`src/hdl/usm_consts.vh`:
```
// Constants of the serial special-modes block: offsets, fields, resets.
// Assumes inclusion by bare name from the design files.
`ifndef USM_CONSTS_VH
`define USM_CONSTS_VH

// ==========================================================
// Register byte offsets
`define USM_A_CTRL  8'h00
`define USM_A_IEN   8'h04
`define USM_A_PRE   8'h08
`define USM_A_BAUD  8'h0c
`define USM_A_TMO   8'h10
`define USM_A_STAT  8'h14
`define USM_A_DATA  8'h18

// ==========================================================
// Control fields
`define USM_C_IR    0
`define USM_C_INFRARED_LOW_POWER  1
`define USM_C_HD    2
`define USM_C_SC    3
`define USM_C_NACK  4
`define USM_C_CLOCK_PIN_ENABLE  5
`define USM_C_MSB_FIRST_SELECT  6
`define USM_C_DATA_INVERSION_SELECT  7
`define USM_C_BLK   8
`define USM_C_HSTOP 9
`define USM_C_TXEN  10
`define USM_C_RXEN  11

// ==========================================================
// Status fields; interrupt enables use the same positions
`define USM_S_PARITY_ERR  0
`define USM_S_FRAME_ERR   1
`define USM_S_OVERRUN_ERR 2
`define USM_S_RX_FULL     3
`define USM_S_TX_COMPLETE 4
`define USM_S_TX_EMPTY    5
`define USM_S_TIMEOUT     6
`define USM_S_END_BLOCK   7

// ==========================================================
// Reset values and fixed counts
`define USM_R_CTRL     12'h000
`define USM_R_STAT     8'h30
`define USM_R_BAUD     16'h0010
`define USM_IR_LP_LAST 2'h2
`define USM_BITS_SC    4'h9
`define USM_BITS_STD   4'h8
`define USM_BLK_EXTRA  9'h004

`endif

```
`src/hdl/usm_core.v`:
```
// Serial transceiver special modes: infrared, single wire, smartcard.
// Assumes an APB master on sys_clk and synchronous pin inputs.
//
// The register offsets and the APB slave port were left to the implementer.
`timescale 1ns/1ps
`default_nettype none
`include "usm_consts.vh"

// Summary of operation
// Infrared mode needs other modes cleared
// Infrared baud rate at most 115200
// Infrared: transmit idles low, pulse means zero
// Zero pulse lasts three sixteenths bit
// Decoder ignores pulses under one prescaler clock
// Infrared transmit and receive never overlap; not enforced here, receiver gated only during card transmit
// Low power: pulse three prescaler periods
// Single wire: receiver reads transmit pin
// Card clock is bus clock over prescaler
// Card frame: start, nine bits, 1.5 stops
// Half-bit lead; guard holds completion low; here no guard once a character has been retried, completion set at stop end
// Card NACK: resend after 2.5 bit gap
// Final retry: complete now, NACK sets frame error
// Parity error: drive NACK, no receive full
// Retries exhausted: deliver as parity error
// No idle or break handling for cards
// Block mode receive timeout in bit times
// Software enables DMA after first character
// Character counter to limit plus four
// Software sets limit zero or maximum
// Direct or inverse convention, even parity
// Enabled events ORed onto one request
// Data write empties, shift load refills
// Decoder gives zero for detected pulse
module usm_core (
  input  wire        sys_clk,
  input  wire        sys_rst,
  input  wire [7:0]  paddr,
  input  wire        psel,
  input  wire        penable,
  input  wire        pwrite,
  input  wire [31:0] pwdata,
  output reg  [31:0] prdata,
  output wire        pready,
  output wire        pslverr,
  output wire        txPinOut,
  output wire        txPinOe,
  input  wire        txPinIn,
  input  wire        rxPin,
  output reg         ckPin,
  output wire        irqOut
);
  localparam TX_IDLE  = 3'd0;
  localparam TX_LEAD  = 3'd1;
  localparam TX_BIT   = 3'd2;
  localparam TX_STOP  = 3'd3;
  localparam TX_GAP   = 3'd4;
  localparam TX_GUARD = 3'd5;
  localparam RX_IDLE  = 3'd0;
  localparam RX_START = 3'd1;
  localparam RX_DATA  = 3'd2;
  localparam RX_STOP  = 3'd3;
  localparam RX_NACK  = 3'd4;

  reg  [11:0] ctrl_r;
  reg  [7:0]  ien_r;
  reg  [18:0] pre_r;
  reg  [15:0] baud_r;
  reg  [31:0] tmo_r;
  reg  [7:0]  stat_r;
  reg  [7:0]  stat_nxt;
  reg  [7:0]  rxData_r;
  reg  [7:0]  txBuf_r;
  reg  [2:0]  txSt_r;
  reg  [19:0] txCnt_r;
  reg  [3:0]  txBits_r;
  reg  [9:0]  txShift_r;
  reg  [9:0]  txFrame_r;
  reg         txLine_r;
  reg  [2:0]  retry_r;
  reg  [7:0]  guardCnt_r;
  reg         nackSeen_r;
  reg         bitStart_r;
  reg  [2:0]  rxSt_r;
  reg  [19:0] rxCnt_r;
  reg  [3:0]  rxBits_r;
  reg  [8:0]  rxShift_r;
  reg  [2:0]  rxErr_r;
  reg         lineD_r;
  reg         nackDrive_r;
  reg  [8:0]  blkCnt_r;
  reg  [23:0] tmoCnt_r;
  reg  [19:0] tmoBit_r;
  reg         tmoRun_r;
  wire        pscTick;
  wire        ckLevel;
  wire        irTx;
  wire        irRx;

  // ==========================================================
  // Helpers
  function reached(input [19:0] c, input [19:0] lim);
    begin
      reached = ({1'b0, c} + 21'h000001) >= {1'b0, lim};
    end
  endfunction

  function [7:0] rev8(input [7:0] d);
    integer i;
    begin
      for (i = 0; i < 8; i = i + 1) rev8[i] = d[7 - i];
    end
  endfunction

  // ==========================================================
  // Configuration
  wire        infrared_mode_enable     = ctrl_r[`USM_C_IR];
  wire        half_duplex_enable     = ctrl_r[`USM_C_HD];
  wire        smartcard_enable     = ctrl_r[`USM_C_SC];
  wire        nackEn   = ctrl_r[`USM_C_NACK];
  wire        msb_first_select     = ctrl_r[`USM_C_MSB_FIRST_SELECT];
  wire        data_inversion_select     = ctrl_r[`USM_C_DATA_INVERSION_SELECT];
  wire        halfStop = ctrl_r[`USM_C_HSTOP];
  wire [2:0]  retryMax = pre_r[18:16];
  wire [7:0]  guard    = pre_r[15:8];
  wire [3:0]  nBits    = smartcard_enable ? `USM_BITS_SC : `USM_BITS_STD;
  wire [19:0] bl       = {4'h0, baud_r};
  wire [19:0] half     = {1'b0, bl[19:1]};
  wire [19:0] qtr      = {2'b00, bl[19:2]};
  wire [19:0] oneHalf  = bl + half;
  wire [19:0] twoHalf  = {bl[18:0], 1'b0} + half;
  wire [19:0] rxStop   = smartcard_enable ? half + qtr : bl;
  wire        lineIn   = (half_duplex_enable | smartcard_enable) ? txPinIn : (infrared_mode_enable ? irRx : rxPin);

  // ==========================================================
  // APB slave: zero wait, error on unmapped words
  wire mapped = (paddr <= `USM_A_DATA) && (paddr[1:0] == 2'b00);
  wire acc    = psel & penable;
  wire wr     = acc & pwrite & mapped;
  wire rd     = acc & ~pwrite & mapped;
  assign pready  = 1'b1;
  assign pslverr = acc & ~mapped;

  always @(posedge sys_clk) begin
    if (sys_rst) begin
      prdata <= 32'h00000000;
    end else if (psel && !penable && !pwrite) begin
      case (paddr)
        `USM_A_CTRL: prdata <= {20'h00000, ctrl_r};
        `USM_A_IEN:  prdata <= {24'h000000, ien_r};
        `USM_A_PRE:  prdata <= {13'h0000, pre_r};
        `USM_A_BAUD: prdata <= {16'h0000, baud_r};
        `USM_A_TMO:  prdata <= tmo_r;
        `USM_A_STAT: prdata <= {24'h000000, stat_r};
        `USM_A_DATA: prdata <= {24'h000000, rxData_r};
        default:     prdata <= 32'h00000000;
      endcase
    end
  end

  always @(posedge sys_clk) begin
    if (sys_rst) begin
      ctrl_r  <= `USM_R_CTRL;
      ien_r   <= 8'h00;
      pre_r   <= 19'h00000;
      baud_r  <= `USM_R_BAUD;
      tmo_r   <= 32'h00000000;
      txBuf_r <= 8'h00;
    end else if (wr) begin
      case (paddr)
        `USM_A_CTRL: ctrl_r  <= pwdata[11:0];
        `USM_A_IEN:  ien_r   <= pwdata[7:0];
        `USM_A_PRE:  pre_r   <= pwdata[18:0];
        `USM_A_BAUD: baud_r  <= pwdata[15:0];
        `USM_A_TMO:  tmo_r   <= pwdata;
        `USM_A_DATA: txBuf_r <= pwdata[7:0];
        default:     ctrl_r  <= ctrl_r;
      endcase
    end
  end

  // ==========================================================
  // Transmit events
  wire [7:0] txOrd  = msb_first_select ? rev8(txBuf_r) : txBuf_r;
  wire [9:0] txNew  = {{^txOrd, txOrd} ^ {9{data_inversion_select}}, 1'b0};
  wire txLoad    = (txSt_r == TX_IDLE) && ctrl_r[`USM_C_TXEN] &&
                   !stat_r[`USM_S_TX_EMPTY];
  wire txBitEnd  = reached(txCnt_r, bl);
  wire leadDone  = (txSt_r == TX_LEAD) ? (!smartcard_enable || reached(txCnt_r, half)) :
                   reached(txCnt_r, twoHalf);
  wire stopEnd   = (txSt_r == TX_STOP) && reached(txCnt_r, smartcard_enable ? oneHalf : bl);
  wire nackRetry = smartcard_enable && nackSeen_r && (retry_r < retryMax);
  wire txAbort   = stopEnd && smartcard_enable && nackSeen_r && !nackRetry;
  wire goGuard   = smartcard_enable && !nackSeen_r && (retry_r == 3'h0) && (guard != 8'h00);
  wire guardDone = (txSt_r == TX_GUARD) && txBitEnd &&
                   ({1'b0, guardCnt_r} + 9'h001 >= {1'b0, guard});
  wire tcSet     = (stopEnd && !nackRetry && !goGuard) || guardDone;

  // ==========================================================
  // Transmitter
  always @(posedge sys_clk) begin
    if (sys_rst) begin
      txSt_r     <= TX_IDLE;
      txCnt_r    <= 20'h00000;
      txBits_r   <= 4'h0;
      txShift_r  <= 10'h3ff;
      txFrame_r  <= 10'h3ff;
      txLine_r   <= 1'b1;
      retry_r    <= 3'h0;
      guardCnt_r <= 8'h00;
      nackSeen_r <= 1'b0;
      bitStart_r <= 1'b0;
    end else begin
      bitStart_r <= 1'b0;
      case (txSt_r)
        TX_IDLE: begin
          txCnt_r <= 20'h00000;
          if (txLoad) begin
            txFrame_r <= txNew;
            retry_r   <= 3'h0;
            txSt_r    <= TX_LEAD;
          end
        end
        TX_LEAD, TX_GAP: begin
          if (leadDone) begin
            txCnt_r    <= 20'h00000;
            txLine_r   <= txFrame_r[0];
            txShift_r  <= {1'b1, txFrame_r[9:1]};
            txBits_r   <= nBits;
            bitStart_r <= 1'b1;
            txSt_r     <= TX_BIT;
          end else begin
            txCnt_r <= txCnt_r + 20'h00001;
          end
        end
        TX_BIT: begin
          if (txBitEnd) begin
            txCnt_r <= 20'h00000;
            if (txBits_r == 4'h0) begin
              txLine_r   <= 1'b1;
              nackSeen_r <= 1'b0;
              txSt_r     <= TX_STOP;
            end else begin
              txLine_r   <= txShift_r[0];
              txShift_r  <= {1'b1, txShift_r[9:1]};
              txBits_r   <= txBits_r - 4'h1;
              bitStart_r <= 1'b1;
            end
          end else begin
            txCnt_r <= txCnt_r + 20'h00001;
          end
        end
        TX_STOP: begin
          txCnt_r <= txCnt_r + 20'h00001;
          if (smartcard_enable && txCnt_r == bl) nackSeen_r <= !txPinIn;
          if (stopEnd) begin
            txCnt_r    <= 20'h00000;
            guardCnt_r <= 8'h00;
            if (nackRetry) begin
              retry_r <= retry_r + 3'h1;
              txSt_r  <= TX_GAP;
            end else if (goGuard) begin
              txSt_r <= TX_GUARD;
            end else begin
              txSt_r <= TX_IDLE;
            end
          end
        end
        TX_GUARD: begin
          if (txBitEnd) begin
            txCnt_r    <= 20'h00000;
            guardCnt_r <= guardCnt_r + 8'h01;
            if (guardDone) txSt_r <= TX_IDLE;
          end else begin
            txCnt_r <= txCnt_r + 20'h00001;
          end
        end
        default: txSt_r <= TX_IDLE;
      endcase
    end
  end

  // ==========================================================
  // Receive events
  wire [7:0] rxRaw   = smartcard_enable ? rxShift_r[7:0] : rxShift_r[8:1];
  wire [7:0] rxLog   = rxRaw ^ {8{data_inversion_select}};
  wire       parErr  = smartcard_enable && ((^rxShift_r) ^ data_inversion_select);
  wire       rxEnd   = (rxSt_r == RX_STOP) && reached(rxCnt_r, rxStop);
  wire       nackGo  = parErr && nackEn && !halfStop && (rxErr_r < retryMax);
  wire       deliver = rxEnd && !nackGo;
  wire       rxGo    = ctrl_r[`USM_C_RXEN] && !(smartcard_enable && txSt_r != TX_IDLE);
  wire [8:0] blkMax  = {1'b0, tmo_r[31:24]} + `USM_BLK_EXTRA;
  wire       blkOn   = smartcard_enable && ctrl_r[`USM_C_BLK];

  // ==========================================================
  // Receiver
  always @(posedge sys_clk) begin
    if (sys_rst) begin
      rxSt_r      <= RX_IDLE;
      rxCnt_r     <= 20'h00000;
      rxBits_r    <= 4'h0;
      rxShift_r   <= 9'h000;
      rxErr_r     <= 3'h0;
      lineD_r     <= 1'b1;
      nackDrive_r <= 1'b0;
      rxData_r    <= 8'h00;
    end else begin
      lineD_r <= lineIn;
      rxCnt_r <= rxCnt_r + 20'h00001;
      case (rxSt_r)
        RX_IDLE: begin
          rxCnt_r <= 20'h00000;
          if (rxGo && lineD_r && !lineIn) rxSt_r <= RX_START;
        end
        RX_START: begin
          if (reached(rxCnt_r, half)) begin
            rxCnt_r  <= 20'h00000;
            rxBits_r <= nBits;
            rxSt_r   <= lineIn ? RX_IDLE : RX_DATA;
          end
        end
        RX_DATA: begin
          if (reached(rxCnt_r, bl)) begin
            rxCnt_r   <= 20'h00000;
            rxShift_r <= {lineIn, rxShift_r[8:1]};
            rxBits_r  <= rxBits_r - 4'h1;
            if (rxBits_r == 4'h1) rxSt_r <= RX_STOP;
          end
        end
        RX_STOP: begin
          if (rxEnd) begin
            rxCnt_r <= 20'h00000;
            if (nackGo) begin
              rxErr_r <= rxErr_r + 3'h1;
              rxSt_r  <= RX_NACK;
            end else begin
              rxErr_r <= 3'h0;
              rxSt_r  <= RX_IDLE;
              if (!stat_r[`USM_S_RX_FULL])
                rxData_r <= msb_first_select ? rev8(rxLog) : rxLog;
            end
          end
        end
        RX_NACK: begin
          if (!nackDrive_r && reached(rxCnt_r, qtr)) begin
            rxCnt_r     <= 20'h00000;
            nackDrive_r <= 1'b1;
          end else if (nackDrive_r && reached(rxCnt_r, bl)) begin
            nackDrive_r <= 1'b0;
            rxSt_r      <= RX_IDLE;
          end
        end
        default: rxSt_r <= RX_IDLE;
      endcase
    end
  end

  // ==========================================================
  // Block counter and receive timeout
  wire tmoHit = tmoRun_r && (rxSt_r == RX_IDLE) && reached(tmoBit_r, bl) &&
                ({1'b0, tmoCnt_r} + 25'h0000001 >= {1'b0, tmo_r[23:0]});
  wire eobHit = deliver && blkOn && (blkCnt_r + 9'h001 == blkMax);

  always @(posedge sys_clk) begin
    if (sys_rst) begin
      blkCnt_r <= 9'h000;
      tmoCnt_r <= 24'h000000;
      tmoBit_r <= 20'h00000;
      tmoRun_r <= 1'b0;
    end else begin
      if (!stat_r[`USM_S_TX_EMPTY]) blkCnt_r <= 9'h000;
      else if (deliver && blkOn && blkCnt_r != blkMax)
        blkCnt_r <= blkCnt_r + 9'h001;
      if (rxSt_r != RX_IDLE || (wr && paddr == `USM_A_TMO)) begin
        tmoCnt_r <= 24'h000000;
        tmoBit_r <= 20'h00000;
      end else if (tmoRun_r && reached(tmoBit_r, bl)) begin
        tmoBit_r <= 20'h00000;
        tmoCnt_r <= tmoCnt_r + 24'h000001;
      end else if (tmoRun_r) begin
        tmoBit_r <= tmoBit_r + 20'h00001;
      end
      if (!blkOn || tmoHit) tmoRun_r <= 1'b0;
      else if (deliver || (wr && paddr == `USM_A_TMO)) tmoRun_r <= 1'b1;
    end
  end

  // ==========================================================
  // Status flags: hardware set wins over software clear
  always @* begin
    stat_nxt = stat_r;
    if (wr && paddr == `USM_A_STAT)
      stat_nxt = stat_r & (pwdata[7:0] | (8'h01 << `USM_S_TX_EMPTY));
    if (wr && paddr == `USM_A_DATA)
      stat_nxt[`USM_S_TX_EMPTY] = 1'b0;
    if (rd && paddr == `USM_A_DATA) stat_nxt[`USM_S_RX_FULL] = 1'b0;
    if (txLoad || txSt_r == TX_GUARD)
      stat_nxt[`USM_S_TX_COMPLETE] = 1'b0;
    if (txLoad) stat_nxt[`USM_S_TX_EMPTY] = 1'b1;
    if (tcSet) stat_nxt[`USM_S_TX_COMPLETE] = 1'b1;
    if (txAbort) stat_nxt[`USM_S_FRAME_ERR] = 1'b1;
    if (deliver && stat_r[`USM_S_RX_FULL]) begin
      stat_nxt[`USM_S_OVERRUN_ERR] = 1'b1;
    end else if (deliver) begin
      stat_nxt[`USM_S_RX_FULL] = 1'b1;
      if (parErr) stat_nxt[`USM_S_PARITY_ERR] = 1'b1;
      if (!lineIn) stat_nxt[`USM_S_FRAME_ERR] = 1'b1;
    end
    if (tmoHit) stat_nxt[`USM_S_TIMEOUT] = 1'b1;
    if (eobHit) stat_nxt[`USM_S_END_BLOCK] = 1'b1;
  end

  always @(posedge sys_clk) begin
    if (sys_rst) stat_r <= `USM_R_STAT;
    else stat_r <= stat_nxt;
  end

  assign irqOut = |(stat_r & ien_r);

  // ==========================================================
  // Pins, dividers and infrared codec
  wire rawTx = txLine_r & ~nackDrive_r;
  assign txPinOut = infrared_mode_enable ? irTx : ((half_duplex_enable | smartcard_enable) ? 1'b0 : rawTx);
  assign txPinOe  = (half_duplex_enable | smartcard_enable) ? ~rawTx : 1'b1;

  always @(posedge sys_clk) begin
    if (sys_rst) ckPin <= 1'b0;
    else ckPin <= smartcard_enable & ctrl_r[`USM_C_CLOCK_PIN_ENABLE] & ckLevel;
  end

  usm_clk_div u_pscDiv (
    .sys_clk (sys_clk),
    .sys_rst (sys_rst),
    .divisor (pre_r[7:0]),
    .tick    (pscTick),
    .level   ()
  );

  usm_clk_div u_ckDiv (
    .sys_clk (sys_clk),
    .sys_rst (sys_rst),
    .divisor ({3'b000, pre_r[4:0]}),
    .tick    (),
    .level   (ckLevel)
  );

  usm_ir_codec u_ir (
    .sys_clk  (sys_clk),
    .sys_rst  (sys_rst),
    .infrared_mode_enable     (infrared_mode_enable),
    .lowPower (ctrl_r[`USM_C_INFRARED_LOW_POWER]),
    .bitLen   (baud_r),
    .pscTick  (pscTick),
    .bitStart (bitStart_r),
    .bitVal   (txLine_r),
    .rxPin    (rxPin),
    .txPin    (irTx),
    .rxDec    (irRx)
  );
endmodule // usm_core

`default_nettype wire

```
`src/hdl/usm_clk_div.v`:
```
// Programmable divider giving a one-cycle tick and a half-duty level.
// Assumes one clock; divisor 0 or 1 ticks every cycle.
`timescale 1ns/1ps
`default_nettype none

module usm_clk_div (
  input  wire       sys_clk,
  input  wire       sys_rst,
  input  wire [7:0] divisor,
  output wire       tick,
  output reg        level
);
  reg [7:0] cnt_r;

  // ==========================================================
  // Counter
  assign tick = ({1'b0, cnt_r} + 9'h001) >= {1'b0, divisor};

  always @(posedge sys_clk) begin
    if (sys_rst) begin
      cnt_r <= 8'h00;
      level <= 1'b0;
    end else begin
      cnt_r <= tick ? 8'h00 : cnt_r + 8'h01;
      level <= cnt_r < {1'b0, divisor[7:1]};
    end
  end
endmodule // usm_clk_div

`default_nettype wire

```
`src/hdl/usm_ir_codec.v`:
```
// Infrared return-to-zero encoder and pulse decoder.
// Assumes bit starts from the transmitter and a prescaler tick.
`timescale 1ns/1ps
`default_nettype none

module usm_ir_codec (
  input  wire        sys_clk,
  input  wire        sys_rst,
  input  wire        infrared_mode_enable,
  input  wire        lowPower,
  input  wire [15:0] bitLen,
  input  wire        pscTick,
  input  wire        bitStart,
  input  wire        bitVal,
  input  wire        rxPin,
  output reg         txPin,
  output reg         rxDec
);
  reg  [15:0] cnt_r;
  reg  [1:0]  lpCnt_r;
  reg         seen_r;
  reg         hold_r;
  reg  [15:0] holdCnt_r;
  wire [17:0] x3 = {1'b0, bitLen, 1'b0} + {2'b00, bitLen};
  wire [15:0] pw = {2'b00, x3[17:4]};

  // ==========================================================
  // Encoder
  always @(posedge sys_clk) begin
    if (sys_rst) begin
      txPin   <= 1'b0;
      cnt_r   <= 16'h0000;
      lpCnt_r <= 2'h0;
    end else if (infrared_mode_enable && bitStart && !bitVal) begin
      txPin   <= 1'b1;
      cnt_r   <= 16'h0000;
      lpCnt_r <= 2'h0;
    end else if (txPin) begin
      if (lowPower) begin
        if (pscTick) begin
          lpCnt_r <= lpCnt_r + 2'h1;
          if (lpCnt_r == `USM_IR_LP_LAST) txPin <= 1'b0;
        end
      end else begin
        cnt_r <= cnt_r + 16'h0001;
        if (cnt_r + 16'h0001 >= pw) txPin <= 1'b0;
      end
    end
  end

  // ==========================================================
  // Decoder
  always @(posedge sys_clk) begin
    if (sys_rst) begin
      seen_r    <= 1'b0;
      hold_r    <= 1'b0;
      holdCnt_r <= 16'h0000;
      rxDec     <= 1'b1;
    end else begin
      if (pscTick) seen_r <= !rxPin;
      if (pscTick && seen_r && !rxPin && !hold_r) begin
        hold_r    <= 1'b1;
        holdCnt_r <= 16'h0000;
      end else if (hold_r) begin
        holdCnt_r <= holdCnt_r + 16'h0001;
        if (holdCnt_r >= {1'b0, bitLen[15:1]}) hold_r <= 1'b0;
      end
      rxDec <= !hold_r;
    end
  end
endmodule // usm_ir_codec

`default_nettype wire

```
`config.mk`:
```
export PLATFORM = sky130hd
export DESIGN_NAME = usm_core
export DESIGN_NICKNAME = d
export VERILOG_FILES = /design/src/hdl/usm_core.v /design/src/hdl/usm_clk_div.v /design/src/hdl/usm_ir_codec.v
export VERILOG_INCLUDE_DIRS = /design/src /design/src/hdl
export SDC_FILE = /design/constraint.sdc
export NUM_CORES = 1
export LEC_CHECK = 0
export ABC_AREA = 0
export ABC_CLOCK_PERIOD_IN_PS = 5200
export BUFFER_PORTS_ARGS = -buffer_cell sky130_fd_sc_hd__buf_2
export CORE_UTILIZATION = 32
export DETAILED_ROUTE_END_ITERATION = 7
export GPL_TIMING_DRIVEN = 0
export PLACE_DENSITY_LB_ADDON = 0.1
export SLEW_MARGIN = 20
export SYNTH_ARGS = -nofsm -noshare
export SYNTH_HDL_FRONTEND = slang
export SYNTH_HIERARCHICAL = 1
export SYNTH_SLANG_ARGS = --single-unit
```
`constraint.sdc`:
```
create_clock -name sys_clk -period 5.2 [get_ports sys_clk]
set_input_delay 0.52 -clock sys_clk [delete_from_list [all_inputs] [get_ports sys_clk]]
set_output_delay 0.52 -clock sys_clk [all_outputs]
set_load 0.05 [all_outputs]
```
==> flow_summary_export.csv <==
group,metric,value,unit
hold_path,hold_path_class,"input port to flip-flop",
detailed_routing,drtIter0Drc,1747,
place,place_inst,4252,
timing,fmax,201,MHz
clocking,cts_tree,"built",
detailed_routing,drc,0,
final_layout,syn_to_final_growth,14.8,%
power_and_ir_drop,p_comb_share,7.9,%
worst_setup_path,required,5720,ps
die,io_pins,85,
final_layout,register_area,0.00713,sq mm
hold_path,hold_end,"tmo_r[30]$_SDFFE_PP0P_",
yosys,synth.cell_area,0.0250,sq mm
clocking,clkSinkCount,354,
worst_setup_path,worstSetupPathType,"flip-flop to flip-flop",
power_and_ir_drop,seqPwrFrac,42.5,%
worst_setup_path,r2r_start,"baud_r[6]$_SDFFE_PP0P_",
power_and_ir_drop,switching_share,26.7,%
final_layout,multi_input_area,0.0169,sq mm
timing,final-hold-violation-count,0,
job,maxCapViolCount,0,
worst_setup_path,cp_max_fo,11,
power_and_ir_drop,power_switching,1.73,mW
clocking,cts_buffer_depth,3,
power_and_ir_drop,p_clk_share,49.6,%
timing,slew_violations,0,
die,die_y,281,um
timing,tightest_slew,1150,ps
worst_setup_path,regToRegSetupSlack,230,ps
clocking,hold_buffers,0,
timing,setup_viol,0,
detailed_routing,ant_nets,0,
worst_setup_path,rr_worst_depth,18,
grt,antenna_found_initial,2,
power_and_ir_drop,internal-power,4.77,mW
clocking,clk_pin_slew,60,ps
timing,rsz0062_at_grt,"no",
detailed_routing,num_vias,23700,
worst_setup_path,cp.arrival,5500,ps
die,die_area,0.0791,sq mm
grt,grt_pass1_vias,22900,
die,initial_utilization,32.3,%
detailed_routing,drt_first_pass_iters,7,
hold_path,hold_start,"pwdata[30]",
grt,grt_overflow,0,
place,gp_routability_congestion,0.924,
die,die_width,281,um
detailed_routing,drt-wirelength-per-cell,21.3,um
grt,grt_max_degree,16,
detailed_routing,viasPerCell,5.42,
hold_path,hold_depth,3,
clocking,root_buffer,"clkbuf_16",
die,core-area,0.0773,sq mm
place,dp_hpwl,69.3,mm
place,port_buffers,82,
final_layout,fin_util,37.1,%
timing,fin_skew,26.2,ps
worst_setup_path,r2r_end,"blkCnt_r[2]$_SDFFE_PP0P_",
timing,min_period,4970,ps
power_and_ir_drop,ir_worst_vdd,0.256,mV
power_and_ir_drop,power_density,227,mW/mm^2
clocking,numCtsBuffers,45,
detailed_routing,wirelength,93.0,mm
outcome,status,"complete, no violations",
final_layout,stdcell_count,4366,
worst_setup_path,cp-end-kind,"flip-flop",
clocking,cts.htree.levels,2,
yosys,netlist_instances,3127,
grt,track_usage,23.2,%
yosys,avgSynthCellArea,7.98,sq um
power_and_ir_drop,p_leak,11.5,nW
final_layout,nets,3633,
grt,grt_pass1_wl,139,mm
timing,finalCritPeriodShare,95.7,%
final_layout,drive_above_1_share,9.06,%
yosys,ys_warn_count,6,
die,core.rowCount,102,
worst_setup_path,start_kind,"flip-flop",
timing,slew_headroom,22.3,%
final_layout,fillers,8158,
clocking,clk_latency,600,ps
## per-layer routing
metal  track usage, %  vias to the layer above  wire length [um]
met5                0                        -                14
met4             8.88                        2              3440
met3             2.63                      169              4390
met2             38.3                      623             42600
met1             30.9                    11400             42500
li1                 -                    11500                 -
## worst max-delay path, cell delays in order, from the launching register on
cell and delay, ps:
dfxtp_4 560, ha_1 290, clkbuf_1 230, a21o_1 270, a21o_1 190, a21o_1 180
a21oi_1 140, o21ai_0 130, a21oi_1 170, xnor2_1 160, a21oi_1 110, ha_1 320
and4_1 190, a41oi_1 230, o211a_2 410, or4_4 640, buf_2 230, or3_1 320
a21oi_1 140
## per-stage QoR
stage	cell area, sq um	total power, mW	setup TNS, ps	setup slack [ps]	hold slack (ps)
after floorplan	25000	3.11	0	623	423
after global placement	26700	3.32	-80220	-1360	434
after detailed placement	26700	3.32	-84960	-1370	440
after CTS	28500	6.59	0	15.9	134
after global routing	28600	6.74	0	8.77	157
final	28700	6.50	0	226	159
## cells in the final DEF, fill, tap and decap left out, types with 30 or more instances in the layout
master and count:
xor2_1 132, a31oi_1 30, nor3_1 53, clkbuf_16 45, o21ai_0 105, xnor2_1 134
nand3_1 99, nand4_1 68, a21oi_1 289, nand2b_1 31, buf_2 91, dfxtp_1 338
nor2b_1 30, nor2_1 255, inv_1 121, a21o_1 44, buf_4 34, nand2_1 404
and3_1 46, clkbuf_1 122, o211ai_1 35, mux2i_1 47, ha_1 293
## state kept, by name, indices dropped and copies added (netlist names), 4 cells and up
name,count
blkCnt_r,9
ctrl_r,12
baud_r,16
u_pscDiv/cnt_r,8
tmo_r,32
prdata,32
ien_r,8
rxBits_r,4
txShift_r,9
tmoBit_r,20
txCnt_r,20
tmoCnt_r,24
rxData_r,8
rxCnt_r,20
txFrame_r,10
stat_r,8
txBits_r,4
u_ckDiv/cnt_r,8
pre_r,19
txBuf_r,8
guardCnt_r,8
rxShift_r,9
u_ir/cnt_r,16
u_ir/holdCnt_r,16
## worst max-delay path by stage
stage	startpoint	to	slack (ps)	cells after the start
finish	baud_r[6]$_SDFFE_PP0P_	blkCnt_r[2]$_SDFFE_PP0P_	230	18
global route	baud_r[1]$_SDFFE_PP0P_	txCnt_r[4]$_SDFFE_PP0P_	9	22
CTS	rxCnt_r[0]$_SDFF_PP0_	rxCnt_r[8]$_SDFF_PP0_	20	14
detailed placement	baud_r[3]$_SDFFE_PP0P_	txCnt_r[0]$_SDFFE_PP0P_	-1370	20
global placement	baud_r[2]$_SDFFE_PP0P_	txCnt_r[0]$_SDFFE_PP0P_	-1360	21
floorplan	baud_r[1]$_SDFFE_PP0P_	txCnt_r[0]$_SDFFE_PP0P_	620	22
## power groups by stage
stage                     combinational (mW)  clock, mW  sequential [mW]
after floorplan                        0.276          0             2.84
after global placement                 0.489          0             2.83
after detailed placement               0.493          0             2.83
after CTS                              0.508       3.32             2.76
after global routing                   0.559       3.41             2.76
final                                  0.515       3.23             2.76
## cell type report
type / count / share of cell area [%]
multi-input cells: 2497 / 59.1
flip-flops and latches: 354 / 24.9
well taps: 1040 / 4.54
clock buffers: 63 / 4.51
repair buffers: 116 / 2.37
plain buffers: 150 / 2.11
inverters: 126 / 1.69
clock inverters: 17 / 0.712
diodes: 3 / 0.0262
## what timing repair did
| item | 4_1_cts | 5_1_grt |
|---|---|---|
| resized for setup | 39 | 35 |
| setup buffers | 21 | 12 |
| endpoints found under the setup margin | 116 | 117 |
| pin swaps | 1 | 3 |
Power figures use the tool's default switching activity.
